<file path="src/rtl/switch_gc_pkg.sv">
// shared constants and types of the global switch control register bank
package switch_gc_pkg;

   // printed offsets are register indices; byte address is index times four
   localparam logic [5:0] REG_IDX_P3       = 6'h06;
   localparam logic [5:0] REG_IDX_STORM_LO = 6'h07;
   localparam logic [5:0] REG_IDX_FT_A     = 6'h08;
   localparam logic [5:0] REG_IDX_FT_B     = 6'h09;
   localparam logic [5:0] REG_IDX_FT_C     = 6'h0A;
   localparam logic [5:0] REG_IDX_CLK      = 6'h0B;

   localparam int DUPLEX_BIT  = 6;
   localparam int FLOWCTL_BIT = 5;
   localparam int SPEED_BIT   = 4;
   localparam int NULLVID_BIT = 3;
   localparam int STORM_HI_W  = 3;
   localparam int STORM_W     = 11;
   localparam int CLKSEL_LSB  = 6;

   localparam logic              DUPLEX_RST      = 1'b0;
   localparam logic              FLOWCTL_RST     = 1'b1;
   localparam logic              SPEED_RST       = 1'b0;
   localparam logic [STORM_W-1:0] STORM_LIMIT_RST = 11'h063;
   localparam logic [7:0]        FACTORY_A       = 8'h00;
   localparam logic [7:0]        FACTORY_B       = 8'h24;
   localparam logic [7:0]        FACTORY_C       = 8'h35;
   localparam logic [1:0]        CLKSEL_RST      = 2'h2;
   localparam logic [7:0]        CLKREG_RSVD     = 8'h08;

   // cpu interface clock codes: 31.25, 62.5 and 125 MHz
   localparam logic [1:0] CLKSEL_31M25 = 2'h0;
   localparam logic [1:0] CLKSEL_62M5  = 2'h1;
   localparam logic [1:0] CLKSEL_125M  = 2'h2;

   localparam logic [1:0] RESP_OKAY   = 2'h0;
   localparam logic [1:0] RESP_SLVERR = 2'h2;

   localparam int CLK_PERIOD_NS   = 4;
   localparam int STORM_P100_MS   = 67;
   localparam int STORM_P10_MS    = 500;
   localparam int STORM_P100_CYC  = STORM_P100_MS * 1000000 / CLK_PERIOD_NS;
   localparam int STORM_P10_CYC   = STORM_P10_MS * 1000000 / CLK_PERIOD_NS;
   localparam int STORM_CNT_W     = 27;

   localparam logic [1:0]      STRAP_WAIT  = 2'h3;
   localparam logic [3:0][3:0] CREDIT_INIT = {4'h8, 4'h4, 4'h2, 4'h1};

   typedef struct packed {
      logic half_duplex;
      logic flow_ctrl_en;
      logic speed_10;
      logic null_vid_replace;
   } port3_cfg_s;

   typedef struct packed {
      logic duplex;
      logic flow_ctrl;
      logic speed_10;
   } strap_s;

endpackage

</file>
<file path="src/rtl/strap_sync.sv">
// strap pin synchroniser with a single load pulse after reset release
module strap_sync
   import switch_gc_pkg::*;
(
   input  wire logic   aclk,
   input  wire logic   aresetn,
   input  wire strap_s pins,
   output strap_s      strap_val,
   output logic        strap_load
);

   typedef struct packed {
      strap_s     s1;
      strap_s     s2;
      logic [1:0] cnt;
      logic       load;
   } sync_s;

   sync_s s_reg;
   sync_s s_next;

   always_comb
   begin
      s_next = s_reg;
      s_next.s1 = pins;
      s_next.s2 = s_reg.s1;
      s_next.load = 1'b0;
      // wait until the second stage holds a sampled pin level
      if (s_reg.cnt != STRAP_WAIT)
      begin
         s_next.cnt = s_reg.cnt + 2'h1;
         s_next.load = (s_reg.cnt == STRAP_WAIT - 2'h1);
      end
      if (!aresetn)
         s_next = '0;
   end

   always_ff @(posedge aclk)
      s_reg <= s_next;

   assign strap_val  = s_reg.s2;
   assign strap_load = s_reg.load;
endmodule

</file>
<file path="src/rtl/storm_limiter.sv">
// per-port broadcast block counter over a speed dependent period
module storm_limiter
   import switch_gc_pkg::*;
#(
   parameter int P100_CYC = STORM_P100_CYC,
   parameter int P10_CYC  = STORM_P10_CYC
)(
   input  wire logic               aclk,
   input  wire logic               aresetn,
   input  wire logic               speed_10,
   input  wire logic               block_seen,
   input  wire logic [STORM_W-1:0] limit,
   output logic                    drop
);

   typedef struct packed {
      logic [STORM_CNT_W-1:0] cnt;
      logic [STORM_W-1:0]     blocks;
      logic                   drop;
   } lim_s;

   lim_s s_reg;
   lim_s s_next;
   logic period_end;

   always_comb
   begin
      s_next = s_reg;
      period_end = s_reg.cnt >= (speed_10 ? STORM_CNT_W'(P10_CYC - 1) : STORM_CNT_W'(P100_CYC - 1));
      if (period_end)
      begin
         s_next.cnt = '0;
         s_next.blocks = STORM_W'(block_seen);
      end
      else
      begin
         s_next.cnt = s_reg.cnt + 1'b1;
         // saturate so a long storm cannot wrap the count below the limit
         if (block_seen && s_reg.blocks != '1)
            s_next.blocks = s_reg.blocks + 1'b1;
      end
      s_next.drop = (s_next.blocks >= limit);
      if (!aresetn)
         s_next = '0;
   end

   always_ff @(posedge aclk)
      s_reg <= s_next;

   assign drop = s_reg.drop;
endmodule

</file>
<file path="src/rtl/switch_global_control_regs.sv">
// global switch control register bank with axi4-lite slave and its controlled logic
// How it works
// - port 3 mii runs half duplex when the duplex bit is one and full duplex when zero.
// - the duplex bit is loaded from the duplex strap pin after reset, low meaning full duplex.
// - the port 3 flow control bit enables or disables full duplex flow control on that mii.
// - the flow control bit is loaded from its strap pin after reset, defaulting to enabled.
// - the port 3 speed bit selects 10 Mbps when one and 100 Mbps when zero.
// - the speed bit is loaded from the third port speed strap after reset, defaulting to 100 Mbps.
// - with null vid replacement set, a zero vlan id is replaced by the 12-bit port vlan id.
// - the 11-bit storm limit takes its top three bits from register 6 and its low byte from register 7.
// - each input port is limited to that many 64-byte blocks per 67 ms at 100 Mbps or 500 ms at 10 Mbps.
// - the storm limit resets to 0x063.
// - three read-only test registers read 0x00, 0x24 and 0x35 and software must not change them.
// - clock select code 00 picks 31.25 MHz and code 01 picks 62.5 MHz for the cpu interface.
// - clock select code 10 picks 125 MHz and is the reset value.
// - with weighted fair queueing on and all queues busy, queues 3 to 0 share bandwidth 8:4:2:1.
module switch_global_control_regs
   import switch_gc_pkg::*;
#(
   parameter int NUM_PORTS      = 3,
   parameter int PERIOD_100_CYC = STORM_P100_CYC,
   parameter int PERIOD_10_CYC  = STORM_P10_CYC
)(
   input  wire logic                 aclk,
   input  wire logic                 aresetn,
   input  wire logic [7:0]           awaddr,
   input  wire logic                 awvalid,
   output logic                      awready,
   input  wire logic [31:0]          wdata,
   input  wire logic [3:0]           wstrb,
   input  wire logic                 wvalid,
   output logic                      wready,
   output logic [1:0]                bresp,
   output logic                      bvalid,
   input  wire logic                 bready,
   input  wire logic [7:0]           araddr,
   input  wire logic                 arvalid,
   output logic                      arready,
   output logic [31:0]               rdata,
   output logic [1:0]                rresp,
   output logic                      rvalid,
   input  wire logic                 rready,
   input  wire logic                 duplex_strap_pin,
   input  wire logic                 flow_ctrl_strap_pin,
   input  wire logic                 third_port_speed_strap,
   output port3_cfg_s                port3_cfg,
   input  wire logic [11:0]          frame_vid,
   input  wire logic [11:0]          port_vid,
   output logic [11:0]               vid_out,
   input  wire logic [NUM_PORTS-1:0] port_speed_10,
   input  wire logic [NUM_PORTS-1:0] bcast_block,
   output logic [NUM_PORTS-1:0]      bcast_drop,
   output logic [STORM_W-1:0]        storm_limit,
   output logic [1:0]                cpu_if_clk_sel,
   input  wire logic                 wfq_enable,
   input  wire logic [3:0]           queue_busy,
   input  wire logic                 queue_tx_done,
   output logic [1:0]                queue_grant,
   output logic                      grant_valid
);

   typedef struct packed {
      logic               aw_got;
      logic [5:0]         aw_idx;
      logic               w_got;
      logic [7:0]         w_byte;
      logic               w_lane0;
      logic               bvalid;
      logic [1:0]         bresp;
      logic               rvalid;
      logic [1:0]         rresp;
      logic [7:0]         rdata;
      port3_cfg_s         cfg;
      logic [STORM_W-1:0] storm;
      logic [1:0]         clksel;
      logic [11:0]        vid;
      logic [3:0][3:0]    credit;
      logic [1:0]         grant;
      logic               gvalid;
   } ctrl_s;

   ctrl_s  s_reg;
   ctrl_s  s_next;
   strap_s strap_val;
   logic   strap_load;
   logic   wr_go;
   logic   [3:0][3:0] cr;

   function automatic logic reg_known(input logic [5:0] idx);
      reg_known = (idx >= REG_IDX_P3) && (idx <= REG_IDX_CLK);
   endfunction

   function automatic logic [7:0] rd_value(input logic [5:0] idx, input ctrl_s s);
      case (idx)
         REG_IDX_P3:       rd_value = {1'b0, s.cfg.half_duplex, s.cfg.flow_ctrl_en, s.cfg.speed_10,
                                       s.cfg.null_vid_replace, s.storm[STORM_W-1 -: STORM_HI_W]};
         REG_IDX_STORM_LO: rd_value = s.storm[7:0];
         REG_IDX_FT_A:     rd_value = FACTORY_A;
         REG_IDX_FT_B:     rd_value = FACTORY_B;
         REG_IDX_FT_C:     rd_value = FACTORY_C;
         REG_IDX_CLK:      rd_value = CLKREG_RSVD | {s.clksel, 6'h00};
         default:          rd_value = 8'h00;
      endcase
   endfunction

   // strict priority when fair queueing is off; otherwise only queues with credit left
   function automatic logic [1:0] pick(input logic [3:0] busy, input logic [3:0][3:0] c, input logic fair);
      pick = 2'h0;
      for (int i = 0; i < 4; i++)
         if (busy[i] && (!fair || c[i] != 4'h0))
            pick = 2'(i);
   endfunction

   function automatic logic has_credit(input logic [3:0] busy, input logic [3:0][3:0] c);
      has_credit = 1'b0;
      for (int i = 0; i < 4; i++)
         if (busy[i] && c[i] != 4'h0)
            has_credit = 1'b1;
   endfunction

   strap_sync u_straps (
      .aclk       (aclk),
      .aresetn    (aresetn),
      .pins       ({duplex_strap_pin, flow_ctrl_strap_pin, third_port_speed_strap}),
      .strap_val  (strap_val),
      .strap_load (strap_load)
   );

   assign wr_go   = s_reg.aw_got & s_reg.w_got & ~s_reg.bvalid;
   assign awready = ~s_reg.aw_got & ~s_reg.bvalid;
   assign wready  = ~s_reg.w_got & ~s_reg.bvalid;
   assign arready = ~s_reg.rvalid;

   always_comb
   begin
      s_next = s_reg;
      cr = s_reg.credit;
      // write channel: address and data may arrive in either order
      if (awvalid && awready)
      begin
         s_next.aw_got = 1'b1;
         s_next.aw_idx = awaddr[7:2];
      end
      if (wvalid && wready)
      begin
         s_next.w_got = 1'b1;
         s_next.w_byte = wdata[7:0];
         s_next.w_lane0 = wstrb[0];
      end
      if (s_reg.bvalid && bready)
         s_next.bvalid = 1'b0;
      if (wr_go)
      begin
         s_next.aw_got = 1'b0;
         s_next.w_got = 1'b0;
         s_next.bvalid = 1'b1;
         s_next.bresp = reg_known(s_reg.aw_idx) ? RESP_OKAY : RESP_SLVERR;
         // only byte lane 0 carries register data; test registers ignore writes
         if (s_reg.w_lane0)
         begin
            case (s_reg.aw_idx)
               REG_IDX_P3:
               begin
                  s_next.cfg.half_duplex = s_reg.w_byte[DUPLEX_BIT];
                  s_next.cfg.flow_ctrl_en = s_reg.w_byte[FLOWCTL_BIT];
                  s_next.cfg.speed_10 = s_reg.w_byte[SPEED_BIT];
                  s_next.cfg.null_vid_replace = s_reg.w_byte[NULLVID_BIT];
                  s_next.storm[STORM_W-1 -: STORM_HI_W] = s_reg.w_byte[STORM_HI_W-1:0];
               end
               REG_IDX_STORM_LO: s_next.storm[7:0] = s_reg.w_byte;
               REG_IDX_CLK:      s_next.clksel = s_reg.w_byte[CLKSEL_LSB +: 2];
               default:          ;
            endcase
         end
      end
      // read channel: one cycle from address to data
      if (s_reg.rvalid && rready)
         s_next.rvalid = 1'b0;
      if (arvalid && arready)
      begin
         s_next.rvalid = 1'b1;
         s_next.rdata = rd_value(araddr[7:2], s_reg);
         s_next.rresp = reg_known(araddr[7:2]) ? RESP_OKAY : RESP_SLVERR;
      end
      // strap capture overrides the duplex, flow control and speed bits of a write landing in the same cycle
      if (strap_load)
      begin
         s_next.cfg.half_duplex = strap_val.duplex;
         s_next.cfg.flow_ctrl_en = strap_val.flow_ctrl;
         s_next.cfg.speed_10 = strap_val.speed_10;
      end
      s_next.vid = (s_reg.cfg.null_vid_replace && frame_vid == 12'h000) ? port_vid : frame_vid;
      // credits are spent per packet and refilled once no busy queue has any left
      s_next.gvalid = |queue_busy;
      s_next.grant = pick(queue_busy, s_reg.credit, wfq_enable);
      if (queue_tx_done && s_reg.gvalid && wfq_enable && cr[s_reg.grant] != 4'h0)
         cr[s_reg.grant] = cr[s_reg.grant] - 4'h1;
      if (!has_credit(queue_busy, cr))
         cr = CREDIT_INIT;
      s_next.credit = cr;
      if (!aresetn)
      begin
         s_next = '0;
         s_next.cfg.half_duplex = DUPLEX_RST;
         s_next.cfg.flow_ctrl_en = FLOWCTL_RST;
         s_next.cfg.speed_10 = SPEED_RST;
         s_next.storm = STORM_LIMIT_RST;
         s_next.clksel = CLKSEL_RST;
         s_next.credit = CREDIT_INIT;
      end
   end

   always_ff @(posedge aclk)
      s_reg <= s_next;

   generate
      for (genvar g = 0; g < NUM_PORTS; g++)
      begin : g_storm
         logic speed_sel;
         // the last port is port 3, whose speed is set here rather than by a phy
         assign speed_sel = (g == NUM_PORTS - 1) ? s_reg.cfg.speed_10 : port_speed_10[g];
         storm_limiter #(
            .P100_CYC (PERIOD_100_CYC),
            .P10_CYC  (PERIOD_10_CYC)
         ) u_limiter (
            .aclk       (aclk),
            .aresetn    (aresetn),
            .speed_10   (speed_sel),
            .block_seen (bcast_block[g]),
            .limit      (s_reg.storm),
            .drop       (bcast_drop[g])
         );
      end
   endgenerate

   assign bresp          = s_reg.bresp;
   assign bvalid         = s_reg.bvalid;
   assign rdata          = {24'h000000, s_reg.rdata};
   assign rresp          = s_reg.rresp;
   assign rvalid         = s_reg.rvalid;
   assign port3_cfg      = s_reg.cfg;
   assign vid_out        = s_reg.vid;
   assign storm_limit    = s_reg.storm;
   assign cpu_if_clk_sel = s_reg.clksel;
   assign queue_grant    = s_reg.grant;
   assign grant_valid    = s_reg.gvalid;
endmodule

</file>
<file path="config.mk">
export PLATFORM = sky130hd
export DESIGN_NAME = switch_global_control_regs
export DESIGN_NICKNAME = d
export VERILOG_FILES = /design/src/rtl/switch_gc_pkg.sv /design/src/rtl/strap_sync.sv /design/src/rtl/storm_limiter.sv /design/src/rtl/switch_global_control_regs.sv
export SDC_FILE = /design/constraint.sdc
export NUM_CORES = 1
export LEC_CHECK = 0
export BUFFER_PORTS_ARGS = -buffer_cell sky130_fd_sc_hd__buf_2
export CORE_MARGIN = 3
export CORE_UTILIZATION = 52
export DETAILED_ROUTE_END_ITERATION = 7
export HOLD_SLACK_MARGIN = 0.1
export PLACE_DENSITY = 0.87
export SLEW_MARGIN = 20
export SYNTH_ARGS = -nofsm -noshare
export SYNTH_HDL_FRONTEND = slang
export SYNTH_HIERARCHICAL = 1
export SYNTH_SLANG_ARGS = --single-unit
</file>
<file path="constraint.sdc">
create_clock -name aclk -period 3.1 [get_ports aclk]
set_input_delay 0 -clock aclk [delete_from_list [all_inputs] [get_ports aclk]]
set_output_delay 0 -clock aclk [all_outputs]
set_load 0.005 [all_outputs]
</file>
==> impl_results.rst <==
.. list-table::
   :header-rows: 1

   * - Metric
     - Value
   * - Result of the run
     - finished with violations
   * - Violations in the final reports
     - setup timing
   * - Dominant combinational cell family by area after synthesis
     - simple AND/OR/NAND/NOR gates
   * - Number of routed nets with antenna violations
     - 0
   * - Classification of the worst-slack hold path
     - in -> reg
   * - Largest register FFs
     - 114
   * - Period minus WS final
     - about 3200 ps
   * - Buffer levels on the longest clock path
     - 3
   * - Combined global-route utilization of all metal layers
     - 23.7%
   * - Number of maximum-capacitance constraint violations
     - 0
   * - CTS tree
     - built
   * - Worst setup path class
     - reg -> reg
   * - Wire length of the first global-routing pass
     - roughly 48000 µm
   * - Post-synthesis sequential element count
     - approximately 200
   * - Largest fanout on the critical path
     - 6
   * - Die area
     - roughly 0.024 mm²
   * - Count of flip-flops with a built-in enable after synthesis
     - 0
   * - Worst vdd rail ir drop
     - around 340 µV
   * - Post-route worst setup slack
     - -131 ps
   * - Number of hold violations in the final report
     - 0
   * - Summed negative setup slack over all endpoints
     - -131 ps
   * - Xor-xnor portion of the synthesized cell area
     - 7.58%
   * - Total power of the final layout
     - a little over 6 mW
   * - Number of fill cells in the layout
     - 1576
   * - CTS clk-pin slew, worst paths
     - around 60 ps
   * - Type of element capturing the critical path
     - register
   * - Fraction of layout instances using a drive strength above 1
     - 18.2%
   * - Flop2flop setup slack
     - -130 ps
   * - Utilization of the core after routing
     - roughly 64%
   * - CP Data Required Time
     - between 3000 and 4000 ps
   * - Hold Path End
     - s_reg[78]
   * - Worst hold slack after final layout
     - roughly 120 ps
   * - Horiz. Die Dim
     - 154 µm
   * - Power density over the cells
     - approximately 460 mW/mm²
   * - Die Span Y
     - between 150 and 200 µm
   * - Post-route clock skew
     - about 12 ps
   * - # nets final
     - 1614
   * - Number of endpoints failing setup at the final stage
     - 1
   * - P&R area growth vs syn
     - 19.6%
   * - Launch instance of the worst register-to-register path
     - g_storm[2].speed_sel
   * - Slowest Stage Delay on Critical Path
     - between 300 and 400 ps
   * - Detailed-route DRC error count
     - 0
   * - Number of antenna diodes
     - 0
   * - Std cell rows
     - 53
   * - Core area
     - ~0.021 mm²
   * - Transition at the pin with the smallest max-transition slack
     - ~1100 ps
   * - Period utilisation layout
     - 104%
   * - Vias in the first global route
     - between 9000 and 10000
   * - Setup crit start kind
     - register
   * - Cell types with the highest counts after synthesis
     - 203 x sky130_fd_sc_hd__dfxtp_1, 197 x sky130_fd_sc_hd__nor2_1, 86 x sky130_fd_sc_hd__nand2_1
   * - Arithmetic-cell share of the synthesized area counting full adders, half adders and majority gates
     - ~8.6%
   * - Compound-gate portion of the synthesized area
     - a little over a tenth
   * - Detailed Place HPWL
     - ~18000 µm
   * - Synth warn
     - 6
   * - Post-synthesis cell type with the largest combined area
     - sky130_fd_sc_hd__dfxtp_1
   * - Worst Reg2Reg Path Length in Cells
     - 14
   * - Max-slew violation total from the final report
     - 0
   * - Count of H-tree levels built during CTS
     - 1
   * - Initial drt markers
     - 874
   * - CTS buffer count
     - 23
   * - Source-to-sink clock delay at the later pin of the worst-skew pair
     - 510 ps
   * - Crit Reg-Reg Endpoint
     - g_storm[2].u_limiter/drop
   * - Crit path from
     - g_storm[2].speed_sel
   * - Post-synth design cell area
     - 0.0113 mm²
   * - Worst hold stages
     - 4
   * - Final GP Congestion
     - approximately 0.93
   * - Critical path's top delay family
     - compound AO/OA/AOI/OAI gates
   * - Total of buffers placed on input and output ports
     - roughly 120
   * - RSZ-0062 raised after global routing
     - true
   * - Average via count per standard cell
     - 5.81
   * - Worst slew margin relative to its limit
     - approximately 26%
   * - Ports
     - roughly 170
   * - Leading post-synthesis cells by cell area
     - sky130_fd_sc_hd__dfxtp_1 36%, sky130_fd_sc_hd__ha_1 8.6%, sky130_fd_sc_hd__nor2_1 6.5%, sky130_fd_sc_hd__xor2_1 4.9%, sky130_fd_sc_hd__buf_4 4.7%
   * - Pin count of the biggest net entering global routing
     - 64
   * - Cells along the critical path
     - buf_6, ha_1, nand4_1, nor2_2, nand3_1, o211ai_1, mux2i_1, ha_1, nand2b_4, a21o_1, a21o_1, a21oi_2, o21ai_2, o2bb2ai_1
   * - Sinks on Clock Net
     - between 200 and 250
   * - Number of different library cells in the post-synthesis netlist
     - between 70 and 80
   * - Initial cell density of the core
     - between 50 and 60%
   * - Buffers and inverters on the worst path
     - 1
   * - DR pass1 iterations
     - 6
   * - Portion of the post-synthesis area used by sequential elements
     - between 30% and 40%
   * - Dominant register cell in the synthesized netlist
     - sky130_fd_sc_hd__dfxtp_1
   * - Root buffer selected by CTS
     - sky130_fd_sc_hd__clkbuf_16
   * - Post-synthesis instance total
     - about 1300
   * - Highest-delay cell along the critical path
     - sky130_fd_sc_hd__o211ai_1
   * - Routed WL
     - about 31000 µm
   * - Average wire per cell in the routed design
     - between 15 and 20 µm
   * - Routed vias
     - 10047
   * - Simple-gate share of the synthesized area
     - between 20% and 30%
   * - Average footprint of a synthesized cell
     - about 8.9 µm²
   * - Share of cell area taken by muxes after synthesis
     - under 10%
   * - Maximum achievable frequency
     - 310 MHz
   * - Async set-reset flop share out of synthesis
     - 0%
   * - Share of the synthesized area in the top cell type
     - 35.9%
   * - Most instantiated library cell after synthesis
     - sky130_fd_sc_hd__dfxtp_1
   * - Overflow left after global routing
     - 0
   * - Static power due to leakage
     - ~5.8 nW
   * - Antenna violations before repair
     - 1
   * - Startpoint of the most critical hold path
     - awvalid
   * - Data arrival time of the critical path
     - around 3600 ps
[logic make-up (layout without fill, tap and decap cells)]
logic type	Yosys count	count (layout)
xor gates and xnor gates	98	98
AOI/OAI and AO/OA	168	168
other	1	26
adders and majority gates	78	78
buffers and inverters	169	322
DFF	203	203
and+or+nand+nor	496	496
muxes	62	62
[worst max-delay path by stage]
stage | slack (ps) | depth (start not counted) | end
after detailed placement | 60 | 14 | g_storm[2].u_limiter/drop
after global placement | 120 | 14 | g_storm[2].u_limiter/drop
after floorplan | 150 | 13 | g_storm[2].u_limiter/drop
after CTS | 30 | 14 | g_storm[2].u_limiter/drop
after global routing | -290 | 14 | g_storm[2].u_limiter/drop
final | -130 | 14 | g_storm[2].u_limiter/drop
[cell type report]
cell class / instances / area (µm²) / area share (%)
clock buffer: 29 / 628 / 4.64
clock inverter: 11 / 168 / 1.24
inverter: 55 / 209 / 1.54
multi-input combinational: 928 / 6460 / 47.7
sequential: 203 / 4070 / 30.1
tap: 275 / 344 / 2.54
timing repair buffer: 227 / 1650 / 12.2
[layout by cell type, fill, tap and decap left out, types with 5 or more instances in the layout]
cell type | synthesis | layout
sky130_fd_sc_hd__dfxtp_1 | 203 | 198
sky130_fd_sc_hd__nor2_1 | 197 | 196
sky130_fd_sc_hd__buf_2 | 5 | 115
sky130_fd_sc_hd__dlygate4sd3_1 | 0 | 87
sky130_fd_sc_hd__nand2_1 | 86 | 86
sky130_fd_sc_hd__ha_1 | 78 | 73
sky130_fd_sc_hd__xor2_1 | 63 | 63
sky130_fd_sc_hd__a21oi_1 | 59 | 55
sky130_fd_sc_hd__inv_1 | 54 | 53
sky130_fd_sc_hd__mux2i_1 | 53 | 52
sky130_fd_sc_hd__nand3_1 | 42 | 42
sky130_fd_sc_hd__nand4_1 | 34 | 34
sky130_fd_sc_hd__xnor2_1 | 35 | 34
sky130_fd_sc_hd__conb_1 | 1 | 26
sky130_fd_sc_hd__clkbuf_16 | 0 | 23
sky130_fd_sc_hd__buf_4 | 71 | 22
sky130_fd_sc_hd__nor2_4 | 18 | 18
sky130_fd_sc_hd__and2_1 | 16 | 16
sky130_fd_sc_hd__and3_1 | 15 | 15
sky130_fd_sc_hd__o21ai_0 | 15 | 13
sky130_fd_sc_hd__a21o_1 | 13 | 13
sky130_fd_sc_hd__and4_1 | 17 | 13
sky130_fd_sc_hd__a22oi_1 | 12 | 12
sky130_fd_sc_hd__nor2_2 | 11 | 12
sky130_fd_sc_hd__o211ai_1 | 11 | 11
sky130_fd_sc_hd__nand2b_1 | 11 | 10
sky130_fd_sc_hd__a211oi_1 | 10 | 10
sky130_fd_sc_hd__nor2b_1 | 9 | 9
sky130_fd_sc_hd__nor4_1 | 8 | 7
sky130_fd_sc_hd__mux2_2 | 6 | 6
sky130_fd_sc_hd__a22o_1 | 6 | 6
sky130_fd_sc_hd__nor3_1 | 5 | 5
sky130_fd_sc_hd__or4_1 | 5 | 5
[power breakdown]
group / total [mW] / switching, mW / internal (mW)
clock: 2.88 / 1.11 / 1.77
combinational: 0.615 / 0.330 / 0.285
sequential: 2.74 / 0.0652 / 2.67
total: 6.23 / 1.51 / 4.73
[worst reg2reg max path: stages, from the launching register on]
cell,delay (ps)
sky130_fd_sc_hd__dfxtp_4,370
sky130_fd_sc_hd__buf_6,140
sky130_fd_sc_hd__ha_1,280
sky130_fd_sc_hd__nand4_1,130
sky130_fd_sc_hd__nor2_2,170
sky130_fd_sc_hd__nand3_1,130
sky130_fd_sc_hd__o211ai_1,380
sky130_fd_sc_hd__mux2i_1,340
sky130_fd_sc_hd__ha_1,290
sky130_fd_sc_hd__nand2b_4,150
sky130_fd_sc_hd__a21o_1,170
sky130_fd_sc_hd__a21o_1,170
sky130_fd_sc_hd__a21oi_2,180
sky130_fd_sc_hd__o21ai_2,90
sky130_fd_sc_hd__o2bb2ai_1,120
[what timing repair did]
item,4_1_cts,5_1_grt
hold buffers,87,0
endpoints found under the hold margin,78,0
buffers inserted,0,3
endpoints found under the setup margin,0,15
resized for setup,0,37
[per-layer routing]
metal	track usage, %	vias to the layer above	part of all wire [%]
li1	-	4634	-
met1	28.2	4757	39
met2	41.3	493	48
met3	4.33	161	7.2
met4	11.0	2	5.7
met5	0	-	0.052
[per-stage QoR]
stage	cells	area, µm²	worst slack [ps]
2_1_floorplan	1300	11400	152
3_3_place_gp	1597	11700	117
3_5_place_dp	1597	11700	55.6
4_1_cts	1724	13300	29.6
5_1_grt	1728	13500	-291
6_report	1728	13500	-131
Note: power is estimated with default switching activity, not from simulation.
